`config.mk`:
```
export PLATFORM = sky130hd
export DESIGN_NAME = regulator_fault_sequencer
export DESIGN_NICKNAME = d
export VERILOG_FILES = /design/src/design/regulator_fault_sequencer_pkg.sv /design/src/design/regulator_fault_sequencer.sv
export SDC_FILE = /design/constraint.sdc
export NUM_CORES = 1
export LEC_CHECK = 0
export ABC_AREA = 1
export ABC_CLOCK_PERIOD_IN_PS = 4100
export BUFFER_PORTS_ARGS = -buffer_cell sky130_fd_sc_hd__buf_2
export CORE_MARGIN = 2
export CORE_UTILIZATION = 65
export DETAILED_ROUTE_END_ITERATION = 12
export GPL_TIMING_DRIVEN = 0
export PLACE_DENSITY = 0.84
export SKIP_LAST_GASP = 1
export SYNTH_ARGS = -nofsm -noshare
export SYNTH_HDL_FRONTEND = slang
export SYNTH_SLANG_ARGS = --single-unit
```
`constraint.sdc`:
```
create_clock -name clock -period 4.1 [get_ports clock]
set_input_delay 0.41 -clock clock [delete_from_list [all_inputs] [get_ports clock]]
set_output_delay 0.41 -clock clock [all_outputs]
set_load 0.01 [all_outputs]
```
`src/design/regulator_fault_sequencer_pkg.sv`:
```
// package for the regulator startup and fault sequencer
// assumes a 50 MHz internal clock; all analog comparisons arrive as digital flags
package regulator_fault_sequencer_pkg;

    localparam int  CLOCK_HZ            = 50_000_000;
    localparam int  STARTUP_TIMEOUT_MS  = 50;
    localparam int  OVERCURRENT_TIMEOUT_MS = 50;
    localparam int  RESTART_DELAY_MS    = 100;
    localparam int  STARTUP_TIMEOUT_CYC = CLOCK_HZ / 1000 * STARTUP_TIMEOUT_MS;
    localparam int  OVERCURRENT_TIMEOUT_CYC = CLOCK_HZ / 1000 * OVERCURRENT_TIMEOUT_MS;
    localparam int  RESTART_DELAY_CYC   = CLOCK_HZ / 1000 * RESTART_DELAY_MS;
    localparam int  TIMER_WIDTH         = 24;
    localparam int  RAIL_COUNT          = 5;
    localparam int  FEEDBACK_COUNT      = 4;
    localparam logic [3:0] FAULT_COUNT_LIMIT = 4'h8;
    localparam logic [3:0] FAULT_COUNT_ZERO  = 4'h0;
    localparam logic [4:0] RAILS_OFF         = 5'h00;

    // rail index order is the power-up order
    localparam int  RAIL_DIGITAL  = 0;
    localparam int  RAIL_ANALOG   = 1;
    localparam int  RAIL_GATE_LOW = 2;
    localparam int  RAIL_GATE_HIGH = 3;
    localparam int  RAIL_COMMON   = 4;

    typedef enum logic [3:0] {
        ST_OFF,
        ST_INIT,
        ST_RAIL_WAIT,
        ST_SHORT_CHECK,
        ST_DISCONNECT,
        ST_RAIL_UP,
        ST_RUN,
        ST_SEQ_DOWN,
        ST_RESTART_WAIT,
        ST_LOCKED
    } seq_state_type;

    typedef struct packed {
        logic                       inputUvlo;       // input supply below lockout
        logic                       internalUvlo;    // internal rail below lockout
        logic                       thermalLimit;    // thermal shutdown limit
        logic [FEEDBACK_COUNT-1:0]  feedbackShorted; // sense pin reads shorted
        logic                       gateLow;         // gate below input minus 3.5 V
        logic [RAIL_COUNT-1:0]      railGood;        // rail above 90 % of target
        logic [RAIL_COUNT-1:0]      railUnder;       // more than 20 % under target
        logic [RAIL_COUNT-1:0]      railOver;        // more than 20 % over target
        logic [RAIL_COUNT-1:0]      railOverCurrent; // rail at its current limit
        logic                       inputSenseTrip;  // input sense trip
        logic                       switchOverVolt;  // switch overvoltage limit
        logic                       switchOverCur;   // switch current above 150 %
    } monitor_type;

endpackage

```
`src/design/regulator_fault_sequencer.sv`:
```
// startup sequencer and fault handler for a five-rail bias regulator
// assumes analog monitors are already synchronous to clock; no software registers
`timescale 1ns/1ps

module regulator_fault_sequencer
    import regulator_fault_sequencer_pkg::*;
#(
    parameter int STARTUP_CYC  = STARTUP_TIMEOUT_CYC,      // startup step timeout
    parameter int OVERCUR_CYC  = OVERCURRENT_TIMEOUT_CYC,  // overcurrent timeout
    parameter int RESTART_CYC  = RESTART_DELAY_CYC         // restart delay
) (
    input  wire logic                                     clock,           // 50 MHz
    input  wire logic                                     rst_b,           // async reset
    input  wire logic                                     enablePrimary,   // host enable 1
    input  wire logic                                     enableSecondary, // host enable 2
    input  wire regulator_fault_sequencer_pkg::monitor_type monitor,       // analog flags
    output logic [regulator_fault_sequencer_pkg::RAIL_COUNT-1:0] railOn,   // rail enables
    output logic                                          gatePullDown,    // disconnect gate
    output logic                                          shortTestOn,     // short test bias
    output logic                                          fault_b,         // fault, low active
    output logic [3:0]                                    faultCount       // fault counter
);
    import regulator_fault_sequencer_pkg::*;

    function automatic logic timerDone(input logic [TIMER_WIDTH-1:0] t, input int lim);
        timerDone = (t >= TIMER_WIDTH'(lim - 1));
    endfunction

    logic rstMeta_q;
    logic rstSync_q;

    always_ff @(posedge clock or negedge rst_b) begin
        if (!rst_b) begin
            rstMeta_q <= 1'b0;
            rstSync_q <= 1'b0;
        end else begin
            rstMeta_q <= 1'b1;
            rstSync_q <= rstMeta_q;
        end
    end

    seq_state_type            state_q, state_d;
    logic [TIMER_WIDTH-1:0]   timer_q, timer_d;
    logic [TIMER_WIDTH-1:0]   ocTimer_q, ocTimer_d;
    logic [2:0]               railIdx_q, railIdx_d;
    logic [RAIL_COUNT-1:0]    railOn_q, railOn_d;
    logic                     gate_q, gate_d;
    logic                     short_q, short_d;
    logic                     fault_q, fault_d;
    logic [3:0]               count_q, count_d;
    logic                     anyEnable;
    logic                     active;
    logic                     immediateFault;
    logic                     orderedFault;
    logic                     stepFault;
    logic                     countFault;

    assign anyEnable = enablePrimary | enableSecondary;
    assign active    = (state_q == ST_SHORT_CHECK) || (state_q == ST_DISCONNECT) ||
                       (state_q == ST_RAIL_UP) || (state_q == ST_RUN) ||
                       (state_q == ST_SEQ_DOWN);
    assign immediateFault = monitor.inputSenseTrip | monitor.switchOverVolt |
                            monitor.switchOverCur;
    // under/over detections are masked in startup, they only count once running
    assign orderedFault = monitor.thermalLimit |
                          ((state_q == ST_RUN) && ((|(monitor.railUnder & railOn_q)) ||
                                                   (|(monitor.railOver & railOn_q)))) |
                          timerDone(ocTimer_q, OVERCUR_CYC);
    assign stepFault  = timerDone(timer_q, STARTUP_CYC);
    // a second fault inside a counted shutdown must not carry the counter past its limit
    assign countFault = (count_q >= FAULT_COUNT_LIMIT - 4'h1);

    always_comb begin
        state_d   = state_q;
        timer_d   = timer_q + TIMER_WIDTH'(1);
        ocTimer_d = RAILS_OFF == (monitor.railOverCurrent & railOn_q) ?
                    '0 : ocTimer_q + TIMER_WIDTH'(1);
        railIdx_d = railIdx_q;
        railOn_d  = railOn_q;
        gate_d    = gate_q;
        short_d   = 1'b0;
        fault_d   = 1'b1;
        count_d   = count_q;
        if (monitor.inputUvlo || (monitor.internalUvlo && state_q != ST_OFF &&
                                  state_q != ST_INIT && state_q != ST_RAIL_WAIT)) begin
            // lockout: everything off at once, counter cleared, flag set high
            count_d  = FAULT_COUNT_ZERO;
            railOn_d = RAILS_OFF;
            gate_d   = 1'b0;
            timer_d  = '0;
            state_d  = monitor.inputUvlo ? ST_OFF : ST_RESTART_WAIT;
        end else if (active && immediateFault) begin
            railOn_d = RAILS_OFF;
            gate_d   = 1'b0;
            count_d  = countFault ? FAULT_COUNT_LIMIT : count_q + 4'h1;
            fault_d  = 1'b0;
            timer_d  = '0;
            state_d  = countFault ? ST_LOCKED : ST_RESTART_WAIT;
        end else if (active && state_q != ST_SEQ_DOWN && orderedFault) begin
            railOn_d = railOn_q & ~(monitor.railOver & {RAIL_COUNT{state_q == ST_RUN}});
            count_d  = count_q + 4'h1;
            railIdx_d = 3'(RAIL_COUNT - 1);
            timer_d  = '0;
            state_d  = ST_SEQ_DOWN;
        end else begin
            case (state_q)
                ST_OFF: begin
                    timer_d = '0;
                    if (enablePrimary) begin
                        state_d = ST_INIT;
                    end
                end
                ST_INIT: begin
                    timer_d = '0;
                    state_d = ST_RAIL_WAIT;
                end
                ST_RAIL_WAIT: begin
                    timer_d = '0;
                    if (!monitor.internalUvlo) begin
                        state_d = ST_SHORT_CHECK;
                    end
                end
                ST_SHORT_CHECK: begin
                    short_d = 1'b1;
                    if (monitor.feedbackShorted == '0) begin
                        timer_d = '0;
                        state_d = ST_DISCONNECT;
                    end else if (stepFault) begin
                        count_d = count_q + 4'h1;
                        fault_d = 1'b0;
                        timer_d = '0;
                        state_d = countFault ? ST_LOCKED : ST_RESTART_WAIT;
                    end
                end
                ST_DISCONNECT: begin
                    gate_d = 1'b1;
                    if (monitor.gateLow) begin
                        timer_d   = '0;
                        railIdx_d = 3'h0;
                        state_d   = ST_RAIL_UP;
                    end else if (stepFault) begin
                        gate_d  = 1'b0;
                        count_d = count_q + 4'h1;
                        fault_d = 1'b0;
                        timer_d = '0;
                        state_d = countFault ? ST_LOCKED : ST_RESTART_WAIT;
                    end
                end
                ST_RAIL_UP: begin
                    railOn_d[railIdx_q] = 1'b1;
                    if (railOn_q[railIdx_q] && monitor.railGood[railIdx_q]) begin
                        timer_d = '0;
                        if (railIdx_q == 3'(RAIL_COUNT - 1)) begin
                            state_d = ST_RUN;
                        end else begin
                            railIdx_d = railIdx_q + 3'h1;
                        end
                    end else if (stepFault) begin
                        railIdx_d = railIdx_q;
                        timer_d   = '0;
                        count_d   = count_q + 4'h1;
                        state_d   = ST_SEQ_DOWN;
                    end
                end
                ST_RUN: begin
                    timer_d = '0;
                    if (!anyEnable) begin
                        railIdx_d = 3'(RAIL_COUNT - 1);
                        state_d   = ST_SEQ_DOWN;
                    end
                end
                ST_SEQ_DOWN: begin
                    // reverse order, one rail per step
                    railOn_d[railIdx_q] = 1'b0;
                    if (railIdx_q == 3'h0) begin
                        gate_d  = 1'b0;
                        timer_d = '0;
                        if (count_q != FAULT_COUNT_ZERO && anyEnable) begin
                            fault_d = 1'b0;
                            state_d = (count_q == FAULT_COUNT_LIMIT) ? ST_LOCKED
                                                                     : ST_RESTART_WAIT;
                        end else if (!anyEnable) begin
                            count_d = FAULT_COUNT_ZERO;
                            state_d = ST_OFF;
                        end else begin
                            state_d = ST_OFF;
                        end
                    end else begin
                        railIdx_d = railIdx_q - 3'h1;
                    end
                end
                ST_RESTART_WAIT: begin
                    fault_d = (fault_q == 1'b0) ? 1'b0 : 1'b1;
                    if (timerDone(timer_q, RESTART_CYC)) begin
                        fault_d = 1'b1;
                        timer_d = '0;
                        state_d = ST_OFF;
                    end
                end
                ST_LOCKED: begin
                    timer_d = '0;
                    fault_d = 1'b0;
                    if (!anyEnable) begin
                        count_d = FAULT_COUNT_ZERO;
                        fault_d = 1'b1;
                        state_d = ST_OFF;
                    end
                end
                default: begin
                    state_d = ST_OFF;
                end
            endcase
        end
    end

    always_ff @(posedge clock or negedge rstSync_q) begin
        if (!rstSync_q) begin
            state_q   <= ST_OFF;
            timer_q   <= '0;
            ocTimer_q <= '0;
            railIdx_q <= 3'h0;
            railOn_q  <= RAILS_OFF;
            gate_q    <= 1'b0;
            short_q   <= 1'b0;
            fault_q   <= 1'b1;
            count_q   <= FAULT_COUNT_ZERO;
        end else begin
            state_q   <= state_d;
            timer_q   <= timer_d;
            ocTimer_q <= ocTimer_d;
            railIdx_q <= railIdx_d;
            railOn_q  <= railOn_d;
            gate_q    <= gate_d;
            short_q   <= short_d;
            fault_q   <= fault_d;
            count_q   <= count_d;
        end
    end

    assign railOn       = railOn_q;
    assign gatePullDown = gate_q;
    assign shortTestOn  = short_q;
    assign fault_b      = fault_q;
    assign faultCount   = count_q;

    property p_no_rail_before_check;
        @(posedge clock) disable iff (!rstSync_q)
        (state_q inside {ST_SHORT_CHECK, ST_DISCONNECT}) |-> railOn_q == RAILS_OFF;
    endproperty
    a_no_rail_before_check: assert property (p_no_rail_before_check)
        else $error("rail on before pre-output check finished");

    property p_lockout_no_fault;
        @(posedge clock) disable iff (!rstSync_q)
        monitor.inputUvlo |=> (fault_b && count_q == FAULT_COUNT_ZERO);
    endproperty
    a_lockout_no_fault: assert property (p_lockout_no_fault)
        else $error("lockout raised fault or kept counter");

    property p_wait_no_timeout;
        @(posedge clock) disable iff (!rstSync_q)
        (state_q == ST_RAIL_WAIT) |-> timer_q == '0;
    endproperty
    a_wait_no_timeout: assert property (p_wait_no_timeout)
        else $error("internal rail wait is timed");

    property p_rail_order;
        @(posedge clock) disable iff (!rstSync_q)
        (state_q == ST_RAIL_UP && railOn_q[RAIL_ANALOG]) |-> railOn_q[RAIL_DIGITAL];
    endproperty
    a_rail_order: assert property (p_rail_order)
        else $error("analog rail on before digital rail");

    property p_immediate_off;
        @(posedge clock) disable iff (!rstSync_q)
        (active && immediateFault && !monitor.inputUvlo && !monitor.internalUvlo)
            |=> (railOn_q == RAILS_OFF && !fault_b);
    endproperty
    a_immediate_off: assert property (p_immediate_off)
        else $error("immediate fault did not drop rails");

    property p_fault_in_wait;
        @(posedge clock) disable iff (!rstSync_q)
        !fault_b |-> state_q inside {ST_RESTART_WAIT, ST_LOCKED};
    endproperty
    a_fault_in_wait: assert property (p_fault_in_wait)
        else $error("fault output low outside restart delay");

    property p_count_cap;
        @(posedge clock) disable iff (!rstSync_q)
        count_q <= FAULT_COUNT_LIMIT;
    endproperty
    a_count_cap: assert property (p_count_cap)
        else $error("fault counter ran past its limit");

    property p_step_timer_restart;
        @(posedge clock) disable iff (!rstSync_q)
        (state_q != $past(state_q) && state_q == ST_DISCONNECT) |-> timer_q <= 1;
    endproperty
    a_step_timer_restart: assert property (p_step_timer_restart)
        else $error("step timer not restarted on entry");

    c_reach_run: cover property (@(posedge clock) disable iff (!rstSync_q)
        state_q == ST_RUN);
    c_restart: cover property (@(posedge clock) disable iff (!rstSync_q)
        state_q == ST_RESTART_WAIT && !fault_b);
    c_locked: cover property (@(posedge clock) disable iff (!rstSync_q)
        state_q == ST_LOCKED);

endmodule

```
# Word-level counts from Yosys, hierarchy flattened
# Cells that the tools add are included.
# totals
ram_bits	0
latch_bits	0
wordCells	185
inputBits	35
output_inout_bits	12
rom_bits	0
memories	0
register_bits	69
# classes
add_sub_neg	5
reduce_logical	33
multipliers	0
eq_ne	33
n_shift	0
magnitude_cmp	6
n_div	0
bitwise	16
muxes	81
# ops
cell	count
$mux 24	10
$pmux 24 s6	1
$mux 4	28
$add 24x1->24 const B	2
$ge 24x22->1 const B	2
$pmux 4 s10	1
$ne 5x5->1 const B	7
$and 5x5->5	6
$ge 24x23->1 const B	1
$mux 1	24
$pmux 4 s5	1
$mux 3	6
$eq 4x3->1 const B	4
$reduce_and 8->1	2
$mux 5	3
$reduce_or 5->1	3
$eq 4x4->1 const B	3
$pmux 3 s4	1
$reduce_bool 4->1	3
$logic_and 1x1->1	10
$ne 5x2->1 const B	2
$not 5->5	2
$pmux 5 s2	1
$reduce_bool 5->1	2
other kinds (32)	49

# Longest topological paths before layout
# depth
word_depth	10
depth_mapped	15
mapped_depth_nobuf	15

# Worst setup path before layout
# No wires, ideal clock.
# synth_path
kind	flip-flop to flip-flop
start	reg state_q[3]
end	reg railIdx_q[2]
setup_slack_ns	2.284
path_buffers	0
period_less_slack_ns	1.816
arrival_time_ns	1.695
stages_incl_launch_ff	11
setup_time_ns	0.121
required_time_ns	3.979
cell_sequence	dfrtp_1 inv_2 nand2_4 nor2_4 inv_2 fa_1 xor2_1 a21oi_1 o21ai_0 nor2_1 o21ai_1
# synth_via
elab_chain_len	9
elab_cells_between_ends	34
cone_classes	13 x eq/ne; 2 x mux; 4 x bitwise; 15 x reduce/logical
# synth_rtl
element	line_no	source
start, declared	regulator_fault_sequencer.sv:42	seq_state_type state_q, state_d;
start signal, assigned	regulator_fault_sequencer.sv:228	state_q <= state_d;
$eq 4x2->1 / $eq 4x3->1 (equally long branches)	regulator_fault_sequencer.sv:59, regulator_fault_sequencer.sv:106	
$logic_or 1x1->1 (2 in a row)	regulator_fault_sequencer.sv:59	assign active = (state_q == ST_SHORT_CHECK) || (state_q == ST_DISCONNECT) ||
$logic_or 1x1->1 (2 in a row)	regulator_fault_sequencer.sv:60	(state_q == ST_RAIL_UP) || (state_q == ST_RUN) ||
$logic_and 1x1->1 (2 in a row)	regulator_fault_sequencer.sv:99	end else if (active && state_q != ST_SEQ_DOWN && orderedFault) begin
$ne 3x3->1 (no source line), or another cell as far along	-	
$reduce_and 8->1 (no source line)	-	
end signal, assigned	regulator_fault_sequencer.sv:231	railIdx_q <= railIdx_d;
end, declared	regulator_fault_sequencer.sv:45	logic [2:0] railIdx_q, railIdx_d;
# Parallel ways exist; a longest one is shown, timed or not.
# A chain may end at the register's enable or synchronous reset.

# Final worst setup path
# layout_path
start	reg railOn_q[0] (netlist: railOn[0])
end	reg ocTimer_q[20]
# layout_via
elab_chain_len	3
# layout_rtl
element	line_no	source
start, declared	regulator_fault_sequencer.sv:46	logic [RAIL_COUNT-1:0] railOn_q, railOn_d;
start signal, assigned	regulator_fault_sequencer.sv:232	railOn_q <= railOn_d;
$and 5x5->5	regulator_fault_sequencer.sv:76	ocTimer_d = RAILS_OFF == (monitor.railOverCurrent & railOn_q) ?
$logic_not 5->1	regulator_fault_sequencer.sv:76	
$mux 24	regulator_fault_sequencer.sv:76	
named net ocTimer_d[20]	regulator_fault_sequencer.sv:44	logic [TIMER_WIDTH-1:0] ocTimer_q, ocTimer_d;
end signal, assigned	regulator_fault_sequencer.sv:230	ocTimer_q <= ocTimer_d;
end, declared	regulator_fault_sequencer.sv:44	
# The timed path passes the listed nets, and every way through them passes these cells.

==> results.cfg <==
[run_status]
outcome = finished, final reports clean

[logic_synthesis]
syn_nets = 812
synth_area_leaders = dfrtp_1 34%, nand2_1 15%, nor2_1 7.9%
synth_most_common_cell = nand2_1
synth_top_area_frac = 0.336
ys.flop_type = dfrtp_1
async_reset_ff_frac = 1.00
synth_cell_types = 47
ys_warn_count = 0
ys_seq_area_frac = 0.341
syn_inst = 772
syn_area_um2 = 5060
yosys.area.top_type = dfrtp_1
synthTopCellsByCount = 205 x nand2_1, 106 x nor2_1, 96 x inv_1, 68 x dfrtp_1, 65 x nand3_1
synth.avg_cell_area_um2 = 6.56
synth_edf_count = 0
ys_seq_elements = 69

[sta]
hold_violations = 0
grt_setup_unrepaired = false
max-slew-margin-rel = 0.432
setup_viol = 0
fmaxAchievable_mhz = 426
period_minus_slack_ps = 2350
fin_tns_setup_ps = 0
tightest_slew_ps = 852
min_period_over_period = 0.573
maxSlewViolCount = 0
finClkSkew_ps = 16.0

[power]
leakagePower_nw = 2.71
switching_share = 0.402
combPwrFrac = 0.330
p_sw_uw = 834
clkPwrFrac = 0.286
power_density_nw_per_um2 = 368
p_int_mw = 1.24
pwr-share-seq = 0.383
power_mw = 2.08
ir_drop_mv = 0.264

[flow_run]
cap_violations = 0

[critical_path]
end_kind = flop
start_kind = flop
cp.arrival_ps = 2590
critPathRequiredTime_ps = 4340
cp_max_fo = 10
crit_type = reg -> reg

[drt]
wire_per_inst_um = 13.9
drt_first_pass_iters = 6
route.detailed.drc = 0
dr_total_vias = 5260
drt_iter0_drc = 408
vias_per_cell = 5.61
ant_nets = 0
totalWireLength_mm = 13.1

[cts]
cts_buffers = 9
cts_setup_buffers = 0
cts_tree = built
cts.sink_count = 69
clk_latency_ps = 360
root_buffer = clkbuf_8
htree_num_levels = 3
cts.clk_slew.worst_paths_ps = 80
clockBufferDepth = 2

[finish]
diodes = 0
post_route_cells_drive_above_1_share = 0.160
area_growth_pct = 11.4
fill_cells = 661
nNetsFinal = 870

[placed_design]
dp_hpwl_mm = 9.86
routabilityCongestion = 0.987
io_buffers = 46

[global_route]
grt_max_degree = 68
grt-ovfl-total = 0
grt_pass1_wl_mm = 22.0
grt_pass1_vias = 4899
antenna_found_initial = 0
track_usage = 0.322

[die]
die_y_um = 92.2
fp.dieW_um = 92.2
io_pins = 47
fp.dieArea_um2 = 8510
core_um2 = 7650
start_util = 0.662
rows = 32

[worst_hold_path]
hold_path_class = in -> reg
==> layer usage <==
metal	track usage	up-vias	wire length (um)
li1	-	2597	-
met1	0.443	2433	5690
met2	0.526	200	6200
met3	0.0485	30	887
met4	0.101	0	268
met5	0	-	0
==> path summary, 6_finish.rpt <==
check,start,to,slack [ps],cells past startpoint
max,railOn[0],ocTimer_q[20],1750,6
min,monitor[30],state_q[3],330,4
max reg2reg,railOn[0],ocTimer_q[20],1750,6
min reg2reg,rstMeta_q,rstSync_q,350,0
max in group asynchronous,rstSync_q,ocTimer_q[0],3100,0
min in group asynchronous,rst_b,rstSync_q,360,2
==> power groups by stage <==
| stage | Combinational, mW | Clock [mW] | Sequential (mW) |
|---|---|---|---|
| global placement | 0.653 | 0 | 0.805 |
| finish | 0.686 | 0.595 | 0.796 |
| floorplan | 0.488 | 0 | 0.801 |
| global route | 0.767 | 0.636 | 0.805 |
| detailed placement | 0.671 | 0 | 0.809 |
| CTS | 0.677 | 0.600 | 0.797 |
==> placed cells by master, fill, tap and decap left out, drive strengths merged <==
cell and n:
nand2 212, nor2 139, inv 107, nand3 70
dfrtp 68, buf 53, o21ai 48, a21oi 32
nor3 27, nand4 14, xor2 10, clkbuf 10
and3 5, nor4 5, or2 5, ha 4
o211ai 4, a31oi 3, o22ai 2, clkinvlp 2
clkinv 2, nand3b 1, a21o 1, xnor2 1
a22o 1, o21ba 1, o21a 1, a21boi 1
mux2i 1, fa 1, bufinv 1, dfstp 1
dlygate4sd3 1, conb 1
==> metrics by stage <==
stage | instances | instance area [um^2] | worst slack (ps) | util | hold WS [ps]
6_report | 937 | 5640 | 1750 | 0.737 | 333
5_1_grt | 937 | 5640 | 1570 | 0.737 | 340
4_1_cts | 937 | 5640 | 1750 | 0.737 | 328
3_5_place_dp | 920 | 5420 | 1760 | 0.709 | 199
3_3_place_gp | 920 | 5420 | 1320 | 0.709 | 195
2_1_floorplan | 772 | 5060 | 2040 | - | 114
==> timing repair <==
item                                   in CTS  in global routing
hold buffers                                1                  0
gates resized for setup                     0                  0
endpoints found under the hold margin       2                  0
==> flip-flops by register name, summed over array words and instances (netlist names) <==
signal	count
shortTestOn	1
fault_b	1
railIdx_q	3
railOn	5
timer_q	24
ocTimer_q	24
rstSync_q	1
state_q	4
faultCount	4
rstMeta_q	1
gatePullDown	1
==> cell families (layout without fill, tap and decap cells) <==
kind of cell,count (synthesis),after routing,share of synthesized area
simple gates,478,478,0.426
compound gates,94,94,0.107
fa+ha+maj,5,5,0.0138
mux,1,1,0.00198
buf+inv,113,176,0.0900
flops,69,69,0.341
other cells,1,1,0.000741
xor+xnor,11,11,0.0190
==> layout make-up <==
cell class | instances | area (um^2) | area share
Tap cell | 102 | 128 | 0.0226
Sequential cell | 69 | 1730 | 0.307
Timing Repair Buffer | 47 | 240 | 0.0426
Clock buffer | 9 | 124 | 0.0220
Buffer | 8 | 61.3 | 0.0109
Clock inverter | 7 | 82.6 | 0.0146
Inverter | 105 | 394 | 0.0699
Multi-Input combinational cell | 590 | 2880 | 0.510
==> critical path, cell delays in order, from the launching register on <==
cell and delay [ps]:
dfrtp_1 490, a22o_1 260, nor4_2 600, inv_1 350, clkbuf_1 320, o21ai_0 160
a21oi_1 60
Power figures use the tool's default switching activity.
